[src/include/tx_pkg.sv]
// Constants, register map and carrier types for the asynchronous character transmitter.
// Assumes a 32-bit Avalon-MM slave port and a single 125 MHz system clock.
package tx_pkg;

  // Clock
  localparam int unsigned CLK_HZ          = 125_000_000;
  localparam int unsigned BAUD_DEFAULT    = 9600;
  localparam int unsigned DIV_RESET       = CLK_HZ / (2 * BAUD_DEFAULT);

  // Register byte offsets
  localparam logic [3:0] OFS_CTRL   = 4'h0;
  localparam logic [3:0] OFS_DIV    = 4'h4;
  localparam logic [3:0] OFS_DATA   = 4'h8;
  localparam logic [3:0] OFS_CMD    = 4'hC;
  localparam int unsigned ADDR_W    = 4;

  // CTRL fields
  localparam int unsigned CTRL_LEN_LSB  = 0;
  localparam int unsigned CTRL_STOP_LSB = 2;
  localparam int unsigned CTRL_FDX_BIT  = 4;
  localparam int unsigned CTRL_RSTR_BIT = 5;
  localparam int unsigned CTRL_BRKEN_BIT = 6;
  localparam int unsigned CTRL_SEL_BIT  = 7;
  localparam logic [7:0]  CTRL_RESET    = 8'h03;

  // DATA word fields
  localparam int unsigned DATA_BRK_SET_BIT = 10;
  localparam int unsigned DATA_BRK_CLR_BIT = 11;

  // CMD fields (write-only pulses)
  localparam int unsigned CMD_ENA_BIT = 0;
  localparam int unsigned CMD_DIS_BIT = 1;
  localparam int unsigned CMD_MCLR_BIT = 2;

  // Serializer
  localparam int unsigned HOLD_FORCE_BIT = 1;
  localparam logic [3:0]  STOP_UPPER     = 4'hA;
  localparam logic [3:0]  CNT_MAX        = 4'hF;

  typedef enum logic [1:0] {
    LEN_5 = 2'h0,
    LEN_6 = 2'h1,
    LEN_7 = 2'h2,
    LEN_8 = 2'h3
  } char_len_t;

  typedef enum logic [1:0] {
    STOP_1   = 2'h0,
    STOP_1H  = 2'h1,
    STOP_2   = 2'h2
  } stop_len_t;

  typedef struct packed {
    logic       select_input;
    logic       break_en;
    logic       restraint_en;
    logic       full_duplex;
    stop_len_t  stop_len;
    char_len_t  char_len;
  } ctrl_t;

  typedef struct packed {
    logic dsr;
    logic cts;
    logic restraint;
  } modem_in_t;

  typedef struct packed {
    logic tx_data;
    logic rts;
    logic activity;
  } modem_out_t;

endpackage

[src/rtl/char_transmitter.sv]
// Transmit side of an asynchronous communications adapter with an Avalon-MM register port.
// Assumes one clock, an asynchronous active-low reset and modem inputs from another clock source.
//
// The register offsets and the Avalon-MM slave port were left to the implementer.
`timescale 1ns/100ps

// What this block does
// Four-stage bit counter, maximum 15, cleared at every character start.
// First odd pulse sets even-gate flag; only then even pulses reach counter and shifter.
// Each gated even pulse advances the bit counter by one, except at 15 or on a halting pulse.
// Five-bit characters: first odd pulse presets counter to three.
// Six-bit presets counter to two, seven-bit to one; counting otherwise unchanged.
// Character length is static configuration: 5, 6, 7 or 8 bits.
// Eight-bit holding register loads all data bits in parallel on host write.
// Five- or six-bit length forces holding register stage two to one.
// First gated even pulse copies set holding bits into the serializer.
// Later gated even pulses shift serializer one place toward the output.
// Serializer output drives transmit line only while break flag is clear.
// Activity indicator pulses each time a bit leaves the output stage.
// Half duplex: send-request follows character-request enable flag.
// Master clear clears the character-request enable flag.
// Full duplex: send-request held set, reaches modem only with data set ready.
// Stop interval of one, one and a half or two bit times, static.
// Clock-run clears when stop decode meets count ten (eleven for two stop bits), halting clock and counter.
// Enable command with read select sets the character-request enable flag.
// Character request needs select, enable, no load pending, transfer done, permission.
// Restraint option: active restraint suppresses the request despite clear-to-send.
// Without restraint option, clear-to-send grants the line permission.
// Host write sets load-pending, which starts the clock; first odd pulse clears it.
// Write bit 10 low sets break; with break enabled bit 11 low clears it.
// Master clear clears clock-run, phase, load-pending, send-request and break flags.
// Bit timing from programmable system clock divider; ticks alternate odd and even.
// Everything changes on the system clock; external strobes are synchronized.
module char_transmitter #(
  parameter int unsigned DIV_W = 16
) (
  // Clock and reset
  input  wire logic                     clk_sys,
  input  wire logic                     rst_b,
  // Avalon-MM slave
  input  wire logic [tx_pkg::ADDR_W-1:0] address,
  input  wire logic                     read,
  input  wire logic                     write,
  input  wire logic [31:0]              writedata,
  output logic      [31:0]              readdata,
  output logic                          waitrequest,
  // Modem side
  input  wire tx_pkg::modem_in_t        modem_in,
  output tx_pkg::modem_out_t            modem_out,
  // Character request toward the multiplexer
  output logic                          char_request
);

  initial begin
    if (DIV_W < 2 || DIV_W > 32) begin
      $error("DIV_W must be between 2 and 32");
    end
  end

  // Bus decode helpers
  function automatic logic hit(input logic [tx_pkg::ADDR_W-1:0] a, input logic [3:0] ofs);
    hit = (a == ofs[tx_pkg::ADDR_W-1:0]);
  endfunction

  // Positions above the character length go out as mark, so the stop interval
  // always follows the last data bit instead of a leftover holding bit
  function automatic logic [7:0] fill_mask(input tx_pkg::char_len_t len);
    case (len)
      tx_pkg::LEN_5: fill_mask = 8'hE0;
      tx_pkg::LEN_6: fill_mask = 8'hC0;
      tx_pkg::LEN_7: fill_mask = 8'h80;
      default:       fill_mask = 8'h00;
    endcase
  endfunction

  logic                   acc_go;
  logic                   wr_go;
  tx_pkg::ctrl_t          ctrl_reg;
  logic [DIV_W-1:0]       div_reg;
  logic [DIV_W-1:0]       div_cnt_reg;
  logic [2:0]             sync1_reg;
  logic [2:0]             sync2_reg;
  logic                   dsr_s;
  logic                   cts_s;
  logic                   restraint_s;
  logic                   data_wr;
  logic                   cmd_wr;
  logic                   mclr;
  logic                   clock_run_flag;
  logic                   phase_reg;
  logic                   tick;
  logic                   odd_pulse;
  logic                   even_pulse;
  logic                   even_gate_enable_flag;
  logic                   first_odd;
  logic                   gated_even;
  logic                   loaded_reg;
  logic                   halt;
  logic [3:0]             bit_cnt_reg;
  logic [3:0]             bit_cnt_next;
  logic [7:0]             hold_reg;
  logic [8:0]             shift_reg;
  logic                   xfer_done_reg;
  logic                   load_pending_flag;
  logic                   char_request_enable_flag;
  logic                   send_request_flag;
  logic                   line_break_flag;
  logic                   permit;
  logic                   char_request_next;
  logic [31:0]            status;

  // A request is answered one cycle after it appears; the write acts at the answering edge
  assign acc_go = (read | write) & waitrequest;
  assign wr_go  = write & ~waitrequest;

  always_ff @(posedge clk_sys or negedge rst_b) begin
    if (!rst_b) begin
      waitrequest <= 1'b1;
    end else begin
      waitrequest <= ~acc_go;
    end
  end

  assign status = {16'h0000, 8'h00, ctrl_reg.select_input, xfer_done_reg, line_break_flag,
                   send_request_flag, char_request_enable_flag, load_pending_flag,
                   clock_run_flag, even_gate_enable_flag};

  always_ff @(posedge clk_sys or negedge rst_b) begin
    if (!rst_b) begin
      readdata <= 32'h0000_0000;
    end else if (acc_go && read) begin
      if (hit(address, tx_pkg::OFS_CTRL)) begin
        readdata <= {24'h00_0000, ctrl_reg};
      end else if (hit(address, tx_pkg::OFS_DIV)) begin
        readdata <= 32'(div_reg);
      end else if (hit(address, tx_pkg::OFS_DATA)) begin
        readdata <= {24'h00_0000, hold_reg};
      end else if (hit(address, tx_pkg::OFS_CMD)) begin
        readdata <= status;
      end else begin
        readdata <= 32'h0000_0000;
      end
    end
  end

  // Length and stop settings are meant to be written once before traffic starts
  always_ff @(posedge clk_sys or negedge rst_b) begin
    if (!rst_b) begin
      ctrl_reg <= tx_pkg::ctrl_t'(tx_pkg::CTRL_RESET);
      div_reg  <= DIV_W'(tx_pkg::DIV_RESET);
    end else if (wr_go) begin
      if (hit(address, tx_pkg::OFS_CTRL)) begin
        ctrl_reg <= tx_pkg::ctrl_t'(writedata[7:0]);
      end
      if (hit(address, tx_pkg::OFS_DIV)) begin
        div_reg <= writedata[DIV_W-1:0];
      end
    end
  end

  assign data_wr = wr_go & hit(address, tx_pkg::OFS_DATA);
  assign cmd_wr  = wr_go & hit(address, tx_pkg::OFS_CMD);
  assign mclr    = cmd_wr & writedata[tx_pkg::CMD_MCLR_BIT];

  // Modem lines are asynchronous to clk_sys
  always_ff @(posedge clk_sys or negedge rst_b) begin
    if (!rst_b) begin
      sync1_reg <= 3'h0;
      sync2_reg <= 3'h0;
    end else begin
      sync1_reg <= modem_in;
      sync2_reg <= sync1_reg;
    end
  end
  assign dsr_s       = sync2_reg[2];
  assign cts_s       = sync2_reg[1];
  assign restraint_s = sync2_reg[0];

  // Bit-rate divider: each tick is half a bit time
  assign tick       = clock_run_flag && (div_cnt_reg == '0);
  assign odd_pulse  = tick & ~phase_reg;
  assign even_pulse = tick & phase_reg;
  assign first_odd  = odd_pulse & ~even_gate_enable_flag;
  assign gated_even = even_pulse & even_gate_enable_flag;

  always_ff @(posedge clk_sys or negedge rst_b) begin
    if (!rst_b) begin
      div_cnt_reg <= '0;
    end else if (!clock_run_flag) begin
      div_cnt_reg <= '0;
    end else if (div_cnt_reg == '0) begin
      div_cnt_reg <= div_reg;
    end else begin
      div_cnt_reg <= div_cnt_reg - 1'b1;
    end
  end

  always_ff @(posedge clk_sys or negedge rst_b) begin
    if (!rst_b) begin
      phase_reg <= 1'b0;
    end else if (mclr || !clock_run_flag) begin
      phase_reg <= 1'b0;
    end else if (tick) begin
      phase_reg <= ~phase_reg;
    end
  end

  // Stop decode: upper stages at ten, low stages and phase pick the stop length
  always_comb begin
    halt = 1'b0;
    if (bit_cnt_reg[3:2] == tx_pkg::STOP_UPPER[3:2]) begin
      case (ctrl_reg.stop_len)
        tx_pkg::STOP_1:  halt = odd_pulse  && bit_cnt_reg[1:0] == tx_pkg::STOP_UPPER[1:0];
        tx_pkg::STOP_1H: halt = gated_even && bit_cnt_reg[1:0] == tx_pkg::STOP_UPPER[1:0];
        tx_pkg::STOP_2:  halt = odd_pulse  && bit_cnt_reg[1:0] == 2'h3;
        default:         halt = odd_pulse  && bit_cnt_reg[1:0] == tx_pkg::STOP_UPPER[1:0];
      endcase
    end
  end

  always_ff @(posedge clk_sys or negedge rst_b) begin
    if (!rst_b) begin
      clock_run_flag <= 1'b0;
    end else if (mclr || halt) begin
      clock_run_flag <= 1'b0;
    end else if (load_pending_flag) begin
      clock_run_flag <= 1'b1;
    end
  end

  always_ff @(posedge clk_sys or negedge rst_b) begin
    if (!rst_b) begin
      even_gate_enable_flag <= 1'b0;
    end else if (!clock_run_flag || mclr) begin
      even_gate_enable_flag <= 1'b0;
    end else if (first_odd) begin
      even_gate_enable_flag <= 1'b1;
    end
  end

  // Counter preset by character length at the first odd pulse
  always_comb begin
    bit_cnt_next = bit_cnt_reg;
    if (first_odd) begin
      case (ctrl_reg.char_len)
        tx_pkg::LEN_5: bit_cnt_next = 4'h3;
        tx_pkg::LEN_6: bit_cnt_next = 4'h2;
        tx_pkg::LEN_7: bit_cnt_next = 4'h1;
        tx_pkg::LEN_8: bit_cnt_next = 4'h0;
        default:       bit_cnt_next = 4'h0;
      endcase
    end else if (gated_even && !halt && bit_cnt_reg != tx_pkg::CNT_MAX) begin
      bit_cnt_next = bit_cnt_reg + 4'h1;
    end
  end

  // Holds at 15 at most; only a stopped clock brings it back to zero
  always_ff @(posedge clk_sys or negedge rst_b) begin
    if (!rst_b) begin
      bit_cnt_reg <= 4'h0;
    end else if (!clock_run_flag) begin
      bit_cnt_reg <= 4'h0;
    end else begin
      bit_cnt_reg <= bit_cnt_next;
    end
  end

  // Holding register; writes while a character is serializing are allowed
  always_ff @(posedge clk_sys or negedge rst_b) begin
    if (!rst_b) begin
      hold_reg <= 8'h00;
    end else if (data_wr) begin
      hold_reg <= writedata[7:0];
      if (ctrl_reg.char_len == tx_pkg::LEN_5 || ctrl_reg.char_len == tx_pkg::LEN_6) begin
        hold_reg[tx_pkg::HOLD_FORCE_BIT] <= 1'b1;
      end
    end
  end

  always_ff @(posedge clk_sys or negedge rst_b) begin
    if (!rst_b) begin
      loaded_reg <= 1'b0;
    end else if (!clock_run_flag) begin
      loaded_reg <= 1'b0;
    end else if (gated_even) begin
      loaded_reg <= 1'b1;
    end
  end

  // Serializer: bit 0 is the output stage; idle and fill are mark
  always_ff @(posedge clk_sys or negedge rst_b) begin
    if (!rst_b) begin
      shift_reg <= 9'h1FF;
    end else if (gated_even && !loaded_reg) begin
      shift_reg <= {hold_reg | fill_mask(ctrl_reg.char_len), 1'b0};
    end else if (gated_even) begin
      shift_reg <= {1'b1, shift_reg[8:1]};
    end
  end

  always_ff @(posedge clk_sys or negedge rst_b) begin
    if (!rst_b) begin
      xfer_done_reg <= 1'b1;
    end else if (gated_even && !loaded_reg) begin
      xfer_done_reg <= 1'b1;
    end else if (data_wr) begin
      xfer_done_reg <= 1'b0;
    end
  end

  always_ff @(posedge clk_sys or negedge rst_b) begin
    if (!rst_b) begin
      load_pending_flag <= 1'b0;
    end else if (data_wr) begin
      load_pending_flag <= 1'b1;
    end else if (mclr || first_odd) begin
      load_pending_flag <= 1'b0;
    end
  end

  always_ff @(posedge clk_sys or negedge rst_b) begin
    if (!rst_b) begin
      line_break_flag <= 1'b0;
    end else if (mclr) begin
      line_break_flag <= 1'b0;
    end else if (data_wr && !writedata[tx_pkg::DATA_BRK_SET_BIT]) begin
      line_break_flag <= 1'b1;
    end else if (data_wr && (!ctrl_reg.break_en || !writedata[tx_pkg::DATA_BRK_CLR_BIT])) begin
      line_break_flag <= 1'b0;
    end
  end

  // Enable needs the read select; a master clear takes priority over both commands
  always_ff @(posedge clk_sys or negedge rst_b) begin
    if (!rst_b) begin
      char_request_enable_flag <= 1'b0;
    end else if (mclr) begin
      char_request_enable_flag <= 1'b0;
    end else if (cmd_wr && ctrl_reg.select_input && writedata[tx_pkg::CMD_ENA_BIT]) begin
      char_request_enable_flag <= 1'b1;
    end else if (cmd_wr && ctrl_reg.select_input && writedata[tx_pkg::CMD_DIS_BIT]) begin
      char_request_enable_flag <= 1'b0;
    end
  end

  always_ff @(posedge clk_sys or negedge rst_b) begin
    if (!rst_b) begin
      send_request_flag <= 1'b0;
    end else if (mclr) begin
      send_request_flag <= 1'b0;
    end else if (ctrl_reg.full_duplex) begin
      send_request_flag <= 1'b1;
    end else begin
      send_request_flag <= char_request_enable_flag;
    end
  end

  assign permit = ctrl_reg.restraint_en ? (cts_s & ~restraint_s) : cts_s;
  assign char_request_next = ctrl_reg.select_input & char_request_enable_flag & ~load_pending_flag
                           & xfer_done_reg & permit;

  always_ff @(posedge clk_sys or negedge rst_b) begin
    if (!rst_b) begin
      char_request <= 1'b0;
      modem_out    <= 3'b100;
    end else begin
      char_request       <= char_request_next;
      modem_out.tx_data  <= shift_reg[0] & ~line_break_flag;
      modem_out.rts      <= send_request_flag & (~ctrl_reg.full_duplex | dsr_s);
      modem_out.activity <= gated_even & loaded_reg;
    end
  end

endmodule // char_transmitter

[config.mk]
export PLATFORM = sky130hd
export DESIGN_NAME = char_transmitter
export DESIGN_NICKNAME = d
export VERILOG_FILES = /design/src/include/tx_pkg.sv /design/src/rtl/char_transmitter.sv
export SDC_FILE = /design/constraint.sdc
export NUM_CORES = 1
export LEC_CHECK = 0
export BUFFER_PORTS_ARGS = -buffer_cell sky130_fd_sc_hd__buf_2
export CAP_MARGIN = 20
export CORE_MARGIN = 3
export CORE_UTILIZATION = 35
export CTS_BUF_LIST = sky130_fd_sc_hd__clkbuf_4 sky130_fd_sc_hd__clkbuf_8
export CTS_CLUSTER_SIZE = 20
export DETAILED_ROUTE_END_ITERATION = 6
export GPL_ROUTABILITY_DRIVEN = 0
export GPL_TIMING_DRIVEN = 0
export PLACE_DENSITY = 0.57
export SKIP_CTS_REPAIR_TIMING = 1
export SYNTH_ARGS = -nofsm -noshare
export SYNTH_HDL_FRONTEND = slang
export SYNTH_SLANG_ARGS = --single-unit
[constraint.sdc]
create_clock -name clk_sys -period 3.1 [get_ports clk_sys]
set_clock_uncertainty 0.2 [all_clocks]
set_input_delay 0.155 -clock clk_sys [delete_from_list [all_inputs] [get_ports clk_sys]]
set_output_delay 0.155 -clock clk_sys [all_outputs]
set_load 0.01 [all_outputs]
==> metrics.csv <==
metric,value,unit
outcome,finished clean,
Post-synth EDFFs,0,
total track usage,0.161,
CTS root buffer,clkbuf_8,
worst r2r src,div_cnt_reg[9]$_DFF_PN0_,
worst endpoint data arrival time,2.56,ns
Core ar.,0.0127,mm2
Initial Util,0.361,
Routed WL,11200,um
Synthesis Warnings,0,
DRC,0,
fin crit share,0.801,
HP Class,in2reg,
syn_area_per_cell,11.3,um2
Site Rows,41,
die span in x,121,um
vias in the first global route,3464,
dpl hpwl,7980,um
CTS tree,yes,
vias per cell,5.08,
via count,3462,
TritonCTS Buffers,9,
grt ovf,0,
H-tree levels,3,
Max Cap Viol,0,
I/O pin total,80,
Fill cells,1229,
CTS max path bufs,2,
Final ANT Viol Nets,0,
maximum clock rate,403,MHz
fin area,0.00554,mm2
Worst slew margin,0.463,
Reg area,0.00245,mm2
M1 WL,5200,um
post-synth top area cell,dfrtp_1,
DIE AREA,0.0145,mm2
RR Endpoint,div_cnt_reg[9]$_DFF_PN0_,
Max Used Layer,met4,
Die Ht,121,um
Period minus WS final,2.48,ns
total negative slack,0,ns
internal reg-to-reg setup slack,0.62,ns
post-synthesis sequential area ratio,0.534,
"FF+latch count, synth",97,
share of layout cells above drive strength 1,0.291,
final hold vios,0,
met2 WL,5050,um
initial antenna violation count,0,
Power Density,621,mW/mm2
WL/cell,16.4,um
ys flop type,dfrtp_1,
largest net degree at the start of global routing,57,
Detailed Route Iter0 Violations,177,
clk slew on worst S/H paths,0.10,ns
met3 wire len,590,um
area occupied by multi-input gates,0.00198,mm2
worst-path cell chain,"nor4_4, nor4b_4, nand3_1, clkbuf_1, a211oi_1",
Worst Tran Pin Value,0.799,ns
crit-path max cell delay,0.45,ns
slowest CP cell,nor4_4,
First-pass DRT Iterations,4,
first-pass GRT wire length,18300,um
most area-consuming cells after synthesis,"dfrtp_1 (41%), dfstp_2 (13%), mux2_2 (9.6%), nand2_1 (2.9%), a22o_1 (2.9%)",
Worst Setup SP,div_cnt_reg[9]$_DFF_PN0_,
Worst Setup End Kind,register,
PortBufs,47,
clock sinks,97,
"Req. time, crit path",3.18,ns
Clock Latency Late Sink,0.37,ns
DP Area,0.00513,mm2
P_leak,0.00249,uW
RSZ-0062 raised after global routing,no,
post-synth cell types,52,
"Async S/R FF share, synth",1.00,
Area Growth Syn to Fin,20.5,%
Setup Viol. Count Final,0,
Cells after Synth,407,
antenna cells,0,
crit path capture,div_cnt_reg[9]$_DFF_PN0_,
Final Slew Violations,0,
Worst Setup Start Kind,register,
CP Class,reg2reg,
Final Net Count,551,
CP Max Fanout,10,
Synth top area share,0.408,
maximum VDD drop,0.000282,V
reg2reg path depth,5,
post-synthesis cell area,0.00460,mm2
[per-layer routing]
metal	vias to the layer above	track usage
met5	-	0
met4	0	0.0829
met3	26	0.0285
met2	104	0.240
met1	1693	0.223
li1	1639	-
[cell families after synthesis]
group / Yosys count / share of synthesized area
flip-flops: 97 / 0.534
XOR/XNOR: 13 / 0.0248
AND/OR/NAND/NOR: 117 / 0.139
buffers and inverters: 43 / 0.0482
multiplexers: 45 / 0.109
AO/OA/AOI/OAI: 87 / 0.133
other: 1 / 0.000816
adder cells (fa/ha/maj): 4 / 0.0109
[worst min path at each step]
stage          slack (ns)         from                          to  cells past startpoint
2_1_floorplan       -0.34        rst_b  bit_cnt_reg[0]$_DFFE_PN0P_                      0
3_3_place_gp         0.07  modem_in[2]      sync1_reg[2]$_DFF_PN0_                      1
3_5_place_dp        -0.01        rst_b     readdata[8]$_DFFE_PN0P_                      1
4_1_cts             -0.43        rst_b     readdata[9]$_DFFE_PN0P_                      1
5_1_grt              0.10   address[1]     readdata[5]$_DFFE_PN0P_                      4
6_report             0.09   address[1]     readdata[5]$_DFFE_PN0P_                      4
[worst max-delay path, delay by kind of cell (launching register included)]
kind	cells	cell delay, ns
AOI/OAI and AO/OA	1	0.30
DFF	1	0.43
and+or+nand+nor	3	1.11
buffers and inverters	1	0.35
[area by class of cell]
type,count,area share
Sequential cell,97,0.443
Buffer,35,0.0346
Timing Repair Buffer,71,0.0895
Inverter,8,0.00542
Clock inverter,6,0.00768
Clock buffer,10,0.0237
Tap cell,172,0.0389
Multi-Input combinational cell,282,0.357
[synth_stat cells, drive strengths merged, types with 3 or more instances]
master / instances
xnor2: 5
nand2: 36
ha: 4
nand4: 4
inv: 7
a22oi: 11
mux2: 39
nor3: 6
and3: 4
o21ai: 22
dfstp: 22
xor2: 8
a211oi: 12
nand3: 8
dfrtp: 75
a22o: 15
o211ai: 3
mux2i: 6
nor4: 7
clkbuf: 17
nor2b: 6
o21a: 4
or3: 5
nor2: 25
buf: 18
a21oi: 8
nand3b: 3
[report_power, final]
group	internal (uW)	switching, uW
Clock	302	462
Combinational	443	396
Sequential	1540	291
Total	2290	1150
[layout by cell type, fill, tap and decap left out, drive strengths merged, types with 5 or more instances in the layout]
cell         netlist  layout
dfstp             22      22
nor3               6       6
a22o              15      15
dfrtp             75      75
nor2              25      25
nor2b              6       6
o21ai             22      22
a211oi            12      12
nand3              8       8
xnor2              5       5
nand2             36      36
dlygate4sd3        0      23
inv                7       8
clkbuf            17      27
nor4               7       7
xor2               8       8
a21oi              8       8
conb               1      16
or3                5       5
a22oi             11      11
mux2              39      39
mux2i              6       6
buf               18      66
[per-stage QoR]
step           utilization  worst slack (ns)  cells  total power [uW]  hold WS [ns]
3_5_place_dp         0.403             0.650    642              2660       -0.0111
4_1_cts              0.417             0.609    658              3440        -0.427
6_report             0.435             0.617    681              3440        0.0861
2_1_floorplan            -             0.909    422              2390        -0.341
5_1_grt              0.435             0.370    681              3650         0.103
3_3_place_gp         0.401             0.684    641              2640        0.0655
(Power assumes the default switching activity.)
